`src/shared/autobaud_pkg.sv`:
```
// Package: register map, field positions, reset values and timing constants
package autobaud_pkg;

  // Register byte offsets on the APB bus
  localparam logic [7:0] rate_control_off = 8'h00;
  localparam logic [7:0] status_off = 8'h04;
  localparam logic [7:0] divisor_low_off = 8'h08;
  localparam logic [7:0] divisor_high_off = 8'h0C;
  localparam logic [7:0] receive_data_off = 8'h10;

  // Field positions in the rate control register
  localparam int autobaud_enable_bit = 0;
  localparam int wake_on_break_enable_bit = 1;
  localparam int wide_divisor_select_bit = 2;
  localparam int high_speed_select_bit = 3;
  localparam int sync_mode_bit = 4;

  // Field positions in the status register
  localparam int receive_flag_bit = 0;
  localparam int receive_idle_flag_bit = 1;
  localparam int calibrating_bit = 2;

  // Reset values
  localparam logic [4:0] rate_control_reset = 5'h00;
  localparam logic [7:0] divisor_reset = 8'h00;
  localparam logic [7:0] receive_data_reset = 8'h00;

  // Calibration counter starts here on the first rising edge
  localparam logic [15:0] cal_start_count = 16'h0001;
  // Rising edges of the sync character, stop bit edge included
  localparam logic [2:0] sync_rising_edges = 3'h5;

  // Prescaler masks: a tick when all masked bits of the free counter are ones
  localparam logic [8:0] base_mask_div64 = 9'h03F;
  localparam logic [8:0] base_mask_div16 = 9'h00F;
  localparam logic [8:0] base_mask_div4 = 9'h003;
  localparam logic [8:0] cal_mask_div512 = 9'h1FF;
  localparam logic [8:0] cal_mask_div128 = 9'h07F;
  localparam logic [8:0] cal_mask_div32 = 9'h01F;
  localparam logic [8:0] prescale_reset = 9'h000;

  // Calibration sequencer states
  typedef enum logic [1:0] {
    cal_off,
    cal_arm,
    cal_first_rise,
    cal_count
  } cal_state_t;

  // Wake monitor states
  typedef enum logic [1:0] {
    wake_off,
    wake_wait_fall,
    wake_wait_rise
  } wake_state_t;

endpackage : autobaud_pkg

```
`src/rtl/uart_autobaud_wake_on_break.sv`:
```
// Serial port receive helper: auto-baud calibration and wake-on-break
`timescale 1ns/100ps
`default_nettype none

module uart_autobaud_wake_on_break (
  input wire logic clk_sys,
  input wire logic rst,
  input wire logic psel,
  input wire logic penable,
  input wire logic pwrite,
  input wire logic [7:0] paddr,
  input wire logic [31:0] pwdata,
  output logic [31:0] prdata,
  output logic pready,
  output logic pslverr,
  input wire logic serial_in_line,
  output logic receive_flag,
  output logic receive_idle_flag,
  output logic receiver_held_idle,
  output logic bit_rate_tick
);

  ////////////////////////////////////////////////////////////////////////
  // Declarations

  logic autobaud_enable_reg; // Calibration requested
  logic wake_on_break_enable_reg; // Wake monitor armed
  logic wide_divisor_select_reg; // 16-bit divisor mode
  logic high_speed_select_reg; // High speed prescale
  logic sync_mode_reg; // Synchronous mode, blocks wake
  logic [7:0] rate_divisor_low_reg; // Low divisor byte
  logic [7:0] rate_divisor_high_reg; // High divisor byte
  logic [7:0] receive_data_reg; // Receive data, no data path here
  logic [15:0] rate_count_reg; // Bit rate down counter
  logic [2:0] edge_count_reg; // Rising edges seen in calibration
  autobaud_pkg::cal_state_t cal_state_reg; // Calibration sequencer
  autobaud_pkg::wake_state_t wake_state_reg; // Wake monitor
  logic base_tick; // Rate generator base clock tick
  logic cal_tick; // Calibration clock tick
  logic line_level; // Registered line level
  logic line_rise; // Line low to high
  logic line_fall; // Line high to low
  logic bus_write; // Write completes this edge
  logic bus_read; // Read completes this edge
  logic ctrl_write; // Write to rate control
  logic rx_data_read; // Read of receive data
  logic cal_done; // Fifth rising edge seen
  logic wake_event; // Falling edge while armed
  logic break_end; // Rising edge ending the break
  logic addr_ok; // Address maps to a register
  logic [31:0] read_mux; // Read data before the output flop
  logic [15:0] reload_value; // Divisor as seen by the rate generator

  ////////////////////////////////////////////////////////////////////////
  // Submodules

  // Prescaler for base and calibration ticks
  rate_tick_gen u_ticks (
    .clk_sys(clk_sys),
    .rst(rst),
    .wide_divisor_select(wide_divisor_select_reg),
    .high_speed_select(high_speed_select_reg),
    .sync_mode(sync_mode_reg),
    .base_tick(base_tick),
    .cal_tick(cal_tick)
  );

  // Serial line edges
  line_edge_detect u_edges (
    .clk_sys(clk_sys),
    .rst(rst),
    .serial_in_line(serial_in_line),
    .line_level(line_level),
    .line_rise(line_rise),
    .line_fall(line_fall)
  );

  ////////////////////////////////////////////////////////////////////////
  // APB slave

  // A transfer completes in the access cycle; pready comes one cycle after setup
  assign bus_write = psel && penable && pready && pwrite;
  assign bus_read = psel && penable && pready && !pwrite;
  assign ctrl_write = bus_write && (paddr == autobaud_pkg::rate_control_off);
  assign rx_data_read = bus_read && (paddr == autobaud_pkg::receive_data_off);

  // Address decode and read data
  always_comb begin
    addr_ok = 1'b1;
    read_mux = 32'h00000000;
    if (paddr == autobaud_pkg::rate_control_off) begin
      read_mux[autobaud_pkg::autobaud_enable_bit] = autobaud_enable_reg;
      read_mux[autobaud_pkg::wake_on_break_enable_bit] = wake_on_break_enable_reg;
      read_mux[autobaud_pkg::wide_divisor_select_bit] = wide_divisor_select_reg;
      read_mux[autobaud_pkg::high_speed_select_bit] = high_speed_select_reg;
      read_mux[autobaud_pkg::sync_mode_bit] = sync_mode_reg;
    end else if (paddr == autobaud_pkg::status_off) begin
      read_mux[autobaud_pkg::receive_flag_bit] = receive_flag;
      read_mux[autobaud_pkg::receive_idle_flag_bit] = receive_idle_flag;
      read_mux[autobaud_pkg::calibrating_bit] = (cal_state_reg == autobaud_pkg::cal_count);
    end else if (paddr == autobaud_pkg::divisor_low_off) begin
      read_mux[7:0] = rate_divisor_low_reg;
    end else if (paddr == autobaud_pkg::divisor_high_off) begin
      read_mux[7:0] = rate_divisor_high_reg;
    end else if (paddr == autobaud_pkg::receive_data_off) begin
      read_mux[7:0] = receive_data_reg;
    end else begin
      addr_ok = 1'b0; // Unmapped: error answer, zero data
    end
  end

  // Handshake and registered answer, sampled in the setup cycle
  always_ff @(posedge clk_sys) begin
    if (rst) begin
      pready <= 1'b0;
      pslverr <= 1'b0;
      prdata <= 32'h00000000;
    end else begin
      pready <= psel && !penable;
      pslverr <= psel && !penable && !addr_ok;
      prdata <= (psel && !penable && !pwrite) ? read_mux : 32'h00000000;
    end
  end

  ////////////////////////////////////////////////////////////////////////
  // Rate control register

  // Mode selects, plain software fields
  always_ff @(posedge clk_sys) begin
    if (rst) begin
      wide_divisor_select_reg <= autobaud_pkg::rate_control_reset[2];
      high_speed_select_reg <= autobaud_pkg::rate_control_reset[3];
      sync_mode_reg <= autobaud_pkg::rate_control_reset[4];
    end else if (ctrl_write) begin
      wide_divisor_select_reg <= pwdata[autobaud_pkg::wide_divisor_select_bit];
      high_speed_select_reg <= pwdata[autobaud_pkg::high_speed_select_bit];
      sync_mode_reg <= pwdata[autobaud_pkg::sync_mode_bit];
    end
  end

  // Autobaud enable; completion clear beats a same-cycle write
  always_ff @(posedge clk_sys) begin
    if (rst) begin
      autobaud_enable_reg <= autobaud_pkg::rate_control_reset[0];
    end else if (cal_done) begin
      autobaud_enable_reg <= 1'b0;
    end else if (ctrl_write) begin
      autobaud_enable_reg <= pwdata[autobaud_pkg::autobaud_enable_bit];
    end
  end

  // Wake enable; only accepted with asynchronous mode written alongside
  always_ff @(posedge clk_sys) begin
    if (rst) begin
      wake_on_break_enable_reg <= autobaud_pkg::rate_control_reset[1];
    end else if (break_end || sync_mode_reg) begin
      wake_on_break_enable_reg <= 1'b0;
    end else if (ctrl_write) begin
      wake_on_break_enable_reg <= pwdata[autobaud_pkg::wake_on_break_enable_bit]
        && !pwdata[autobaud_pkg::sync_mode_bit];
    end
  end

  ////////////////////////////////////////////////////////////////////////
  // Calibration sequencer

  assign cal_done = (cal_state_reg == autobaud_pkg::cal_count) && line_rise
    && (edge_count_reg == autobaud_pkg::sync_rising_edges - 3'h1);

  // Wait start bit, then first rise, then count to the fifth rise
  always_ff @(posedge clk_sys) begin
    if (rst) begin
      cal_state_reg <= autobaud_pkg::cal_off;
    end else if (!autobaud_enable_reg) begin
      cal_state_reg <= autobaud_pkg::cal_off;
    end else begin
      case (cal_state_reg)
        autobaud_pkg::cal_off: begin
          cal_state_reg <= autobaud_pkg::cal_arm;
        end
        autobaud_pkg::cal_arm: begin
          // The break belongs to the wake monitor, never measured
          if (line_fall && !wake_on_break_enable_reg) begin
            cal_state_reg <= autobaud_pkg::cal_first_rise;
          end
        end
        autobaud_pkg::cal_first_rise: begin
          if (line_rise) begin
            cal_state_reg <= autobaud_pkg::cal_count;
          end
        end
        autobaud_pkg::cal_count: begin
          if (cal_done) begin
            cal_state_reg <= autobaud_pkg::cal_off;
          end
        end
        default: begin
          cal_state_reg <= autobaud_pkg::cal_off;
        end
      endcase
    end
  end

  // Rising edges counted from the first one
  always_ff @(posedge clk_sys) begin
    if (rst) begin
      edge_count_reg <= 3'h0;
    end else if (cal_state_reg == autobaud_pkg::cal_first_rise && line_rise) begin
      edge_count_reg <= 3'h1;
    end else if (cal_state_reg == autobaud_pkg::cal_count && line_rise) begin
      edge_count_reg <= edge_count_reg + 3'h1;
    end
  end

  ////////////////////////////////////////////////////////////////////////
  // Divisor pair: software register or calibration counter

  // Calibration owns the pair; software writes then are dropped
  always_ff @(posedge clk_sys) begin
    if (rst) begin
      rate_divisor_low_reg <= autobaud_pkg::divisor_reset;
      rate_divisor_high_reg <= autobaud_pkg::divisor_reset;
    end else if (cal_state_reg == autobaud_pkg::cal_first_rise && line_rise) begin
      {rate_divisor_high_reg, rate_divisor_low_reg} <= autobaud_pkg::cal_start_count;
    end else if (cal_state_reg == autobaud_pkg::cal_count) begin
      // Both bytes count together whatever the wide select says; wraps on overflow
      if (cal_tick && !cal_done) begin
        {rate_divisor_high_reg, rate_divisor_low_reg} <=
          {rate_divisor_high_reg, rate_divisor_low_reg} + 16'h0001;
      end
    end else if (bus_write && paddr == autobaud_pkg::divisor_low_off) begin
      rate_divisor_low_reg <= pwdata[7:0];
    end else if (bus_write && paddr == autobaud_pkg::divisor_high_off) begin
      rate_divisor_high_reg <= pwdata[7:0];
    end
  end

  ////////////////////////////////////////////////////////////////////////
  // Bit rate generator

  // Narrow modes ignore the high byte
  assign reload_value = wide_divisor_select_reg
    ? {rate_divisor_high_reg, rate_divisor_low_reg}
    : {8'h00, rate_divisor_low_reg};

  // Divisor plus one base ticks per bit; stopped while the line times it
  always_ff @(posedge clk_sys) begin
    if (rst) begin
      rate_count_reg <= 16'h0000;
      bit_rate_tick <= 1'b0;
    end else if (autobaud_enable_reg) begin
      rate_count_reg <= 16'h0000;
      bit_rate_tick <= 1'b0;
    end else if (base_tick) begin
      if (rate_count_reg == 16'h0000) begin
        rate_count_reg <= reload_value;
        bit_rate_tick <= 1'b1;
      end else begin
        rate_count_reg <= rate_count_reg - 16'h0001;
        bit_rate_tick <= 1'b0;
      end
    end else begin
      bit_rate_tick <= 1'b0;
    end
  end

  ////////////////////////////////////////////////////////////////////////
  // Wake-on-break monitor

  assign wake_event = (wake_state_reg == autobaud_pkg::wake_wait_fall) && line_fall;
  assign break_end = (wake_state_reg == autobaud_pkg::wake_wait_rise) && line_rise;

  // Armed: wait for the break start, then for its end
  always_ff @(posedge clk_sys) begin
    if (rst) begin
      wake_state_reg <= autobaud_pkg::wake_off;
    end else if (!wake_on_break_enable_reg) begin
      wake_state_reg <= autobaud_pkg::wake_off;
    end else begin
      case (wake_state_reg)
        autobaud_pkg::wake_off: begin
          wake_state_reg <= autobaud_pkg::wake_wait_fall;
        end
        autobaud_pkg::wake_wait_fall: begin
          if (wake_event) begin
            wake_state_reg <= autobaud_pkg::wake_wait_rise;
          end
        end
        autobaud_pkg::wake_wait_rise: begin
          if (break_end) begin
            wake_state_reg <= autobaud_pkg::wake_off;
          end
        end
        default: begin
          wake_state_reg <= autobaud_pkg::wake_off;
        end
      endcase
    end
  end

  ////////////////////////////////////////////////////////////////////////
  // Receive flag, data and idle status

  // Set wins over a same-cycle read so no event is lost
  always_ff @(posedge clk_sys) begin
    if (rst) begin
      receive_flag <= 1'b0;
    end else if (cal_done || wake_event) begin
      receive_flag <= 1'b1;
    end else if (rx_data_read) begin
      receive_flag <= 1'b0;
    end
  end

  // No character path here; the wake character reads as zero
  always_ff @(posedge clk_sys) begin
    if (rst) begin
      receive_data_reg <= autobaud_pkg::receive_data_reset;
    end else if (wake_event || cal_done) begin
      receive_data_reg <= autobaud_pkg::receive_data_reset;
    end
  end

  // Idle drops from the start bit until calibration ends
  always_ff @(posedge clk_sys) begin
    if (rst) begin
      receive_idle_flag <= 1'b1;
      receiver_held_idle <= 1'b0;
    end else begin
      receive_idle_flag <= !((cal_state_reg == autobaud_pkg::cal_first_rise)
        || (cal_state_reg == autobaud_pkg::cal_count));
      // Normal reception is suppressed during calibration and while armed
      receiver_held_idle <= autobaud_enable_reg || wake_on_break_enable_reg;
    end
  end

  // Line level only feeds the edge detector outputs
  logic unused_level;
  assign unused_level = line_level;

endmodule : uart_autobaud_wake_on_break
`default_nettype wire

```
`src/rtl/rate_tick_gen.sv`:
```
// Prescaler giving the rate generator base tick and the calibration tick
`timescale 1ns/100ps
`default_nettype none

module rate_tick_gen (
  input wire logic clk_sys,
  input wire logic rst,
  input wire logic wide_divisor_select,
  input wire logic high_speed_select,
  input wire logic sync_mode,
  output logic base_tick,
  output logic cal_tick
);

  logic [8:0] prescale_reg; // Free running oscillator divider
  logic [8:0] base_mask; // Selected base divide mask
  logic [8:0] cal_mask; // Selected calibration divide mask

  // Mode decode; synchronous mode always uses the fastest base
  always_comb begin
    if (sync_mode || (wide_divisor_select && high_speed_select)) begin
      base_mask = autobaud_pkg::base_mask_div4;
      cal_mask = autobaud_pkg::cal_mask_div32;
    end else if (wide_divisor_select || high_speed_select) begin
      base_mask = autobaud_pkg::base_mask_div16;
      cal_mask = autobaud_pkg::cal_mask_div128;
    end else begin
      base_mask = autobaud_pkg::base_mask_div64;
      cal_mask = autobaud_pkg::cal_mask_div512;
    end
  end

  // Free counter; calibration divide is always eight times the base divide
  always_ff @(posedge clk_sys) begin
    if (rst) begin
      prescale_reg <= autobaud_pkg::prescale_reset;
    end else begin
      prescale_reg <= prescale_reg + 9'h001;
    end
  end

  // Registered one-cycle ticks
  always_ff @(posedge clk_sys) begin
    if (rst) begin
      base_tick <= 1'b0;
      cal_tick <= 1'b0;
    end else begin
      base_tick <= ((prescale_reg & base_mask) == base_mask);
      cal_tick <= ((prescale_reg & cal_mask) == cal_mask);
    end
  end

endmodule : rate_tick_gen
`default_nettype wire

```
`src/rtl/line_edge_detect.sv`:
```
// Edge detector for the serial input line
`timescale 1ns/100ps
`default_nettype none

module line_edge_detect (
  input wire logic clk_sys,
  input wire logic rst,
  input wire logic serial_in_line,
  output logic line_level,
  output logic line_rise,
  output logic line_fall
);

  logic prev_reg; // Line level one cycle back

  // Idle line is high, so reset to high to avoid a false fall
  always_ff @(posedge clk_sys) begin
    if (rst) begin
      prev_reg <= 1'b1;
    end else begin
      prev_reg <= serial_in_line;
    end
  end

  // Combinational edges from the current and previous sample
  assign line_level = prev_reg;
  assign line_rise = serial_in_line && !prev_reg;
  assign line_fall = !serial_in_line && prev_reg;

endmodule : line_edge_detect
`default_nettype wire

```
`config.mk`:
```
export PLATFORM = sky130hd
export DESIGN_NAME = uart_autobaud_wake_on_break
export DESIGN_NICKNAME = d
export VERILOG_FILES = /design/src/shared/autobaud_pkg.sv /design/src/rtl/uart_autobaud_wake_on_break.sv /design/src/rtl/rate_tick_gen.sv /design/src/rtl/line_edge_detect.sv
export SDC_FILE = /design/constraint.sdc
export NUM_CORES = 1
export LEC_CHECK = 0
export BUFFER_PORTS_ARGS = -buffer_cell sky130_fd_sc_hd__buf_2
export CORE_MARGIN = 2
export CORE_UTILIZATION = 25
export DETAILED_ROUTE_END_ITERATION = 6
export PLACE_DENSITY = 0.52
export SYNTH_ARGS = -nofsm -noshare
export SYNTH_HDL_FRONTEND = slang
export SYNTH_SLANG_ARGS = --single-unit
```
`constraint.sdc`:
```
create_clock -name clk_sys -period 2 [get_ports clk_sys]
set_input_delay 0.2 -clock clk_sys [delete_from_list [all_inputs] [get_ports clk_sys]]
set_output_delay 0.2 -clock clk_sys [all_outputs]
set_load 0.01 [all_outputs]
```
==> summary.txt, run 1 <==
STA
  – RSZ-0062 raised after global routing: false
  – Worst hold margin: 0.116 ns
  – Setup Total Neg Slack: 0 ns
  – # setup viols final: 0
  – Max Slew Vio Count: 0
  – Slew headroom: 66.0%
  – Clock skew: 0.00779 ns
  – Min Clock Period, post-route: 1.85 ns
  – Worst Max-Slew Pin Slew: 0.497 ns
  – Hold Fails Final Rpt: 0
  – Highest achievable clock rate: 541 MHz
  – Tcrit/Tclk final: 92.5%

Clock network
  – Clock root cell: clkbuf_16
  – Total CTS buffers: 9
  – H-tree depth: 3
  – Post-CTS Hold Buffers: 0
  – CTS clk-pin slew, worst paths: 0.06 ns
  – Post-CTS Setup Inserts: 0
  – Clock Latency Late Sink: about 0.34 ns
  – CTS tree: done
  – Clk buf depth: 2
  – Clk sinks: 70

Placement
  – RD Place Congestion: 0.870
  – Hpwl dp: 8240 um
  – Cell count after placement: 731
  – IO Port Bufs: 35

Logic synthesis
  – Warnings from Yosys: 0
  – Synth Register Bits: 70
  – Async S/R FF share, synth: 0%
  – Dominant cell type by area after synthesis: dfxtp_1
  – Mean Syn Cell Area: ~8.2 um2
  – Top post-synthesis cells by count: 70 x dfxtp_1, 52 x nor2_1, 39 x nand2_1, 32 x o21ai_0
  – Most used flip-flop cell after synthesis: dfxtp_1
  – Cell Area, Synth: 3920 um2
  – Most numerous cell in the Yosys netlist: dfxtp_1
  – EDFF count, synth: 0
  – Area share of the largest cell type after synthesis: 35.7%
  – Synth Instances: 479
  – Sequential area share after synthesis: 35.7%
  – Yosys cell types: 61
  – Top post-synthesis cells by area: dfxtp_1 36%, nor2_1 5.0%, buf_4 4.6%, mux2i_1 4.3%, o21ai_0 4.1%

Pwr
  – Power, Total: 3.20 mW
  – VDD IR max: 400 uV
  – P_int: between 2 and 2.5 mW
  – Clk pwr share: about half
  – Power density over the cells: 678 nW/um2
  – NetSw: between 700 and 800 uW
  – Leakage power: 1.90 nW
  – Power share of the sequential group: 44.0%
  – Comb pwr share: under 10%
  – Sw Ratio: 22.4%

Route
  – Remaining antenna violation count: 0
  – DR vias: 3650
  – First DRT Iteration DRCs: 253
  – DRT Pass-1 Iters: 5
  – DRC: 0
  – Routed len/inst: 14.9 um
  – Drt total wl: 11100 um
  – Via density: 4.89

Worst setup path
  – Critical R2R Launch: cal_state_reg[1]
  – CP top delay family: compound AO/OA/AOI/OAI gates
  – Reg2reg end: rate_divisor_low_reg[0]
  – Largest fanout on the critical path: 36
  – WP buf/inv: 2
  – Delay of the slowest cell on the worst path: 0.37 ns
  – Worst path arrival time: roughly 2.1 ns
  – R2R cell count: 7
  – Critical path class: reg2reg
  – Crit end category: register
  – Type of origin of the critical path: register
  – CP required: between 2 and 2.5 ns
  – Setup slack, reg-to-reg: 0.15 ns
  – Cell chain of the critical path: ha_1 > buf_12 > o211ai_1 > buf_4 > o41a_1 > or3_1 > a31oi_1
  – Critical path's slowest cell: dfxtp_1

Finish
  – Area Overhead vs Synth: 20.2%
  – Share of layout cells above drive strength 1: between 10% and 20%
  – Fin nets: between 500 and 600
  – Final Util: 30.9%
  – Layout Cells excl Fill: 747
  – Max reg flops: 16
  – N_diodes: 0

Floorplan
  – Site Rows: 45
  – Core area: 15300 um2
  – Starting density of the core: approximately a quarter
  – # IOs: 84
  – Area of the die: 16700 um2
  – Die height: between 100 and 150 um
  – Die X-Extent: 129 um

GRT
  – Vias in the first global route: 3500
  – First-pass GRT wire length: ~18000 um
  – Grt ovf: 0
  – GRT Total Usage: 13.6%
  – Antenna violations before repair: 0
  – Largest net degree at the start of global routing: 37

Min path
  – HP Start: serial_in_line
  – Hold Path Class: in2reg
  – Hold Crit Depth: 2
  – Sink of the worst hold path: u_edges.line_level

Outcome
  – Status: finished, final reports clean

Flow run
  – Max-Cap Viols: 0
==> layout make-up <==
cell class / count / area (um2)
repair buffers: 62 / 390
well taps: 211 / 264
flip-flops and latches: 70 / 1400
inverters: 14 / 52.6
clock inverters: 3 / 42.5
fillers: 1628 / 10500
multi-input cells: 374 / 2310
clock buffers: 13 / 260
==> how the worst max path moves through the flow <==
| stage | start | to | slack, ns | depth (start not counted) |
|---|---|---|---|---|
| after floorplan | cal_state_reg[1] | rate_divisor_low_reg[0] | 0.15 | 6 |
| after global placement | paddr[5] | wake_on_break_enable_reg | 0.15 | 6 |
| after CTS | rate_count_reg[0] | rate_count_reg[12] | 0.10 | 8 |
| after detailed placement | paddr[5] | wake_on_break_enable_reg | 0.13 | 6 |
| after global routing | cal_state_reg[0] | rate_divisor_low_reg[5] | 0.03 | 5 |
| final | cal_state_reg[1] | rate_divisor_low_reg[0] | 0.15 | 7 |
==> repair_timing <==
action                                  in CTS  in global routing
endpoints found under the hold margin        0                  0
endpoints found under the setup margin       0                  4
resized for setup                            0                  2
==> metrics by stage <==
stage | cell area [um2] | setup slack (ns)
after floorplan | 4010 | 0.145
after global placement | 4410 | 0.152
after detailed placement | 4410 | 0.127
after CTS | 4710 | 0.104
after global routing | 4720 | 0.0262
final | 4720 | 0.150
==> metal layers <==
metal  global-route usage [%]  vias to the layer above  share of wire, %  routed length [um]
li1                         -                     1801                 -                   -
met1                     17.8                     1746                48                5320
met2                     22.4                       89                46                5120
met3                     2.06                       14               4.3                 478
met4                     5.82                        0               1.9                 208
met5                        0                        -                 0                   0
==> logic make-up (layout without fill, tap and decap cells) <==
| group | after synthesis | in the layout | share of synthesized area (%) |
|---|---|---|---|
| xor+xnor | 7 | 7 | 1.56 |
| fa+ha+maj | 10 | 10 | 3.19 |
| flops | 70 | 70 | 35.7 |
| mux | 17 | 17 | 4.34 |
| compound gates | 115 | 115 | 19.7 |
| simple gates | 201 | 201 | 27.5 |
| other cells | 1 | 24 | 0.0956 |
| buf+inv | 58 | 92 | 7.91 |
==> power groups by stage <==
stage / registers, mW / clock network (mW) / logic (mW)
after floorplan: 1.44 / 0 / 0.121
after global placement: 1.44 / 0 / 0.145
after detailed placement: 1.44 / 0 / 0.147
after CTS: 1.41 / 1.67 / 0.147
after global routing: 1.41 / 1.74 / 0.164
final: 1.41 / 1.65 / 0.147
==> worst reg2reg max path, cell delays in order, from the launching register on <==
cell	delay [ns]
dfxtp_1	0.37
ha_1	0.21
buf_12	0.21
o211ai_1	0.14
buf_4	0.17
o41a_1	0.14
or3_1	0.35
a31oi_1	0.17
==> placed cells by master (no fill, tap or decap), types with 3 or more instances in the layout <==
cell type and instances:
nand2b_1 7, or2_2 3, nand3_1 21, a21o_1 3, nor4_1 6, nor4b_2 3, o22ai_1 3, o32ai_1 3
xor2_1 6, dfxtp_1 70, nor3b_1 6, o31ai_1 3, buf_4 26, o21ai_0 32, mux2i_1 17, nor3_1 13
and4_1 3, ha_1 10, nor2b_1 12, or3_1 4, a2111oi_0 3, o21a_1 5, a211o_1 4, a211oi_1 7
and3_1 6, clkbuf_16 9, nand4_1 12, conb_1 24, nand2_1 39, nor2_1 51, inv_1 14, buf_2 35
a31oi_1 11, a21oi_1 24
No activity file was read; power rests on OpenSTA's default activity.
==> inputs of run 2 (changes only) <==
Settings changed: RECOVER_POWER set to 25.
==> summary.txt, run 2 (synthesis results as in run 1) <==
Outcome
  – Status: finished, final reports clean

Placement
  – IO Port Bufs: 35 (unchanged)
  – Hpwl dp: 8240 um (unchanged)
  – Setup WS pre-CTS: 0.127 ns (unchanged)
  – Cell count after placement: 731 (unchanged)
  – RD Place Congestion: 0.870 (unchanged)
  – Dpl cell area: 4410 um2 (unchanged)

Floorplan
  – # IOs: 84 (unchanged)
  – Site Rows: 45 (unchanged)
  – Area of the die: 16700 um2 (unchanged)
  – Die height: 129 um (unchanged)
  – Starting density of the core: 25.7% (unchanged)
  – Core area: 15300 um2 (unchanged)
  – Die X-Extent: 129 um (unchanged)

STA
  – Max Slew Vio Count: 0 (unchanged)
  – Worst Max-Slew Pin Slew: 1.11 ns (+0.617 ns)
  – Worst hold margin: 0.113 ns (-0.00312 ns)
  – # setup viols final: 0 (unchanged)
  – RSZ-0062 raised after global routing: false
  – Clock skew: 0.00812 ns (+0.000335 ns)
  – Hold Fails Final Rpt: 0 (unchanged)
  – Min Clock Period, post-route: 1.86 ns (+0.0115 ns)
  – Setup Total Neg Slack: 0 ns (unchanged)
  – Slew headroom: 25.7% (-40 points)
  – Highest achievable clock rate: 537 MHz (-0.62%)
  – Tcrit/Tclk final: 93.1% (+0.57 points)
  – Final setup margin: 0.139 ns (-0.0115 ns)

Worst setup path
  – Largest fanout on the critical path: 36 (unchanged)
  – Delay of the slowest cell on the worst path: 0.37 ns (about the same)
  – Critical path's slowest cell: dfxtp_1
  – CP required: 2.26 ns (about the same)
  – Critical path class: reg2reg
  – CP top delay family: compound AO/OA/AOI/OAI gates
  – Cell chain of the critical path: ha_1 > buf_12 > o211ai_1 > buf_4 > o41a_1 > or3_1 > a31oi_1
  – WP buf/inv: 2 (unchanged)
  – Setup slack, reg-to-reg: 0.14 ns (about the same)
  – Type of origin of the critical path: register
  – Crit end category: register
  – Worst path arrival time: 2.12 ns (about the same)

Route
  – Drt total wl: 11200 um (+0.27%)
  – Routed len/inst: 14.9 um (+0.27%)
  – DRT Pass-1 Iters: 5 (unchanged)
  – Remaining antenna violation count: 0 (unchanged)
  – First DRT Iteration DRCs: 244 (-3.6%)
  – DRC: 0 (unchanged)
  – Via density: 4.88 (-0.22%)
  – DR vias: 3642 (-0.22%)

Clock network
  – Clk sinks: 70 (unchanged)
  – Post-CTS Hold Buffers: 0 (unchanged)
  – Clock root cell: clkbuf_16
  – Total CTS buffers: 9 (unchanged)
  – Clk buf depth: 2 (unchanged)
  – CTS clk-pin slew, worst paths: 0.06 ns (about the same)
  – H-tree depth: 3 (unchanged)
  – Post-CTS Resized: 0 (unchanged)
  – Clock Latency Late Sink: 0.34 ns (about the same)
  – Post-CTS Setup Inserts: 0 (unchanged)
  – CTS tree: done

GRT
  – First-pass GRT wire length: 17900 um (unchanged)
  – Vias in the first global route: 3500 (unchanged)
  – Antenna violations before repair: 0 (unchanged)
  – Largest net degree at the start of global routing: 37 (unchanged)
  – Grt ovf: 0 (unchanged)
  – GRT Total Usage: 13.6% (unchanged)

Finish
  – N_diodes: 0 (unchanged)
  – Fin nets: 587 (unchanged)
  – Area Overhead vs Synth: 19.4%
  – Layout Cells excl Fill: 747 (unchanged)
  – Most frequent cells in the layout: 70 x dfxtp_1, 51 x nor2_1, 39 x nand2_1
  – Design Area, Final: 4690 um2 (-0.69%)
  – Commonest non-fill, non-tap cell in the layout: dfxtp_1
  – Share of layout cells above drive strength 1: 14.4% (-2.8 points)
  – Max reg flops: 16 (unchanged)

Pwr
  – Leakage power: 1.82 nW (-4.3%)
  – VDD IR max: 400 uV (about the same)
  – Power density over the cells: 684 nW/um2 (+0.77%)

Flow run
  – Max-Cap Viols: 0 (unchanged)

Min path
  – Hold Path Class: in2reg
run 2: cell count changes in the layout (fill, tap and decap cells not counted), sizes merged:
cell / change
buf: -14
clkbuf: +14
run 2: final cells by class:
type / instances / area [um2]
fill: 1642 / 10600
multi-input combinational: 374 / 2290
sequential: 70 / 1400
timing repair buffer: 62 / 370
tap: 211 / 264
clock buffer: 13 / 260
inverter: 14 / 52.6
clock inverter: 3 / 42.5
run 2: stage by stage:
step | utilization, % | total power [mW]
CTS | 30.9 | 3.23
finish | 30.7 | 3.20
global route | 30.7 | 3.31
detailed placement | 28.9 | 1.59
global placement | 28.9 | 1.58
floorplan | - | 1.56
run 2: power by group:
part,internal [mW],leakage (nW),switching [mW]
Combinational,0.0474,1.11,0.0960
Clock,1.03,0.146,0.619
Sequential,1.40,0.565,0.00610
run 2: path summary, 6_finish.rpt:
check,from,end,depth (start not counted)
worst max-delay path,cal_state_reg[1],rate_divisor_low_reg[0],7
worst min-delay path,serial_in_line,u_edges.line_level,2
worst max register to register,cal_state_reg[1],rate_divisor_low_reg[0],7
worst min register to register,wake_state_reg[1],wake_state_reg[0],1
run 2: routing by layer:
layer | routed length [um] | GRT usage [%] | up-vias
met2 | 5120 | 22.4 | 97
li1 | - | - | 1800
met5 | 0 | 0 | -
met3 | 465 | 2.06 | 17
met4 | 230 | 5.82 | 0
met1 | 5340 | 17.8 | 1728
run 2: worst register-to-register path, stage by stage (launching register included):
cell,delay (ns)
dfxtp_1,0.37
ha_1,0.21
buf_12,0.21
o211ai_1,0.14
buf_4,0.17
o41a_1,0.14
or3_1,0.35
a31oi_1,0.17
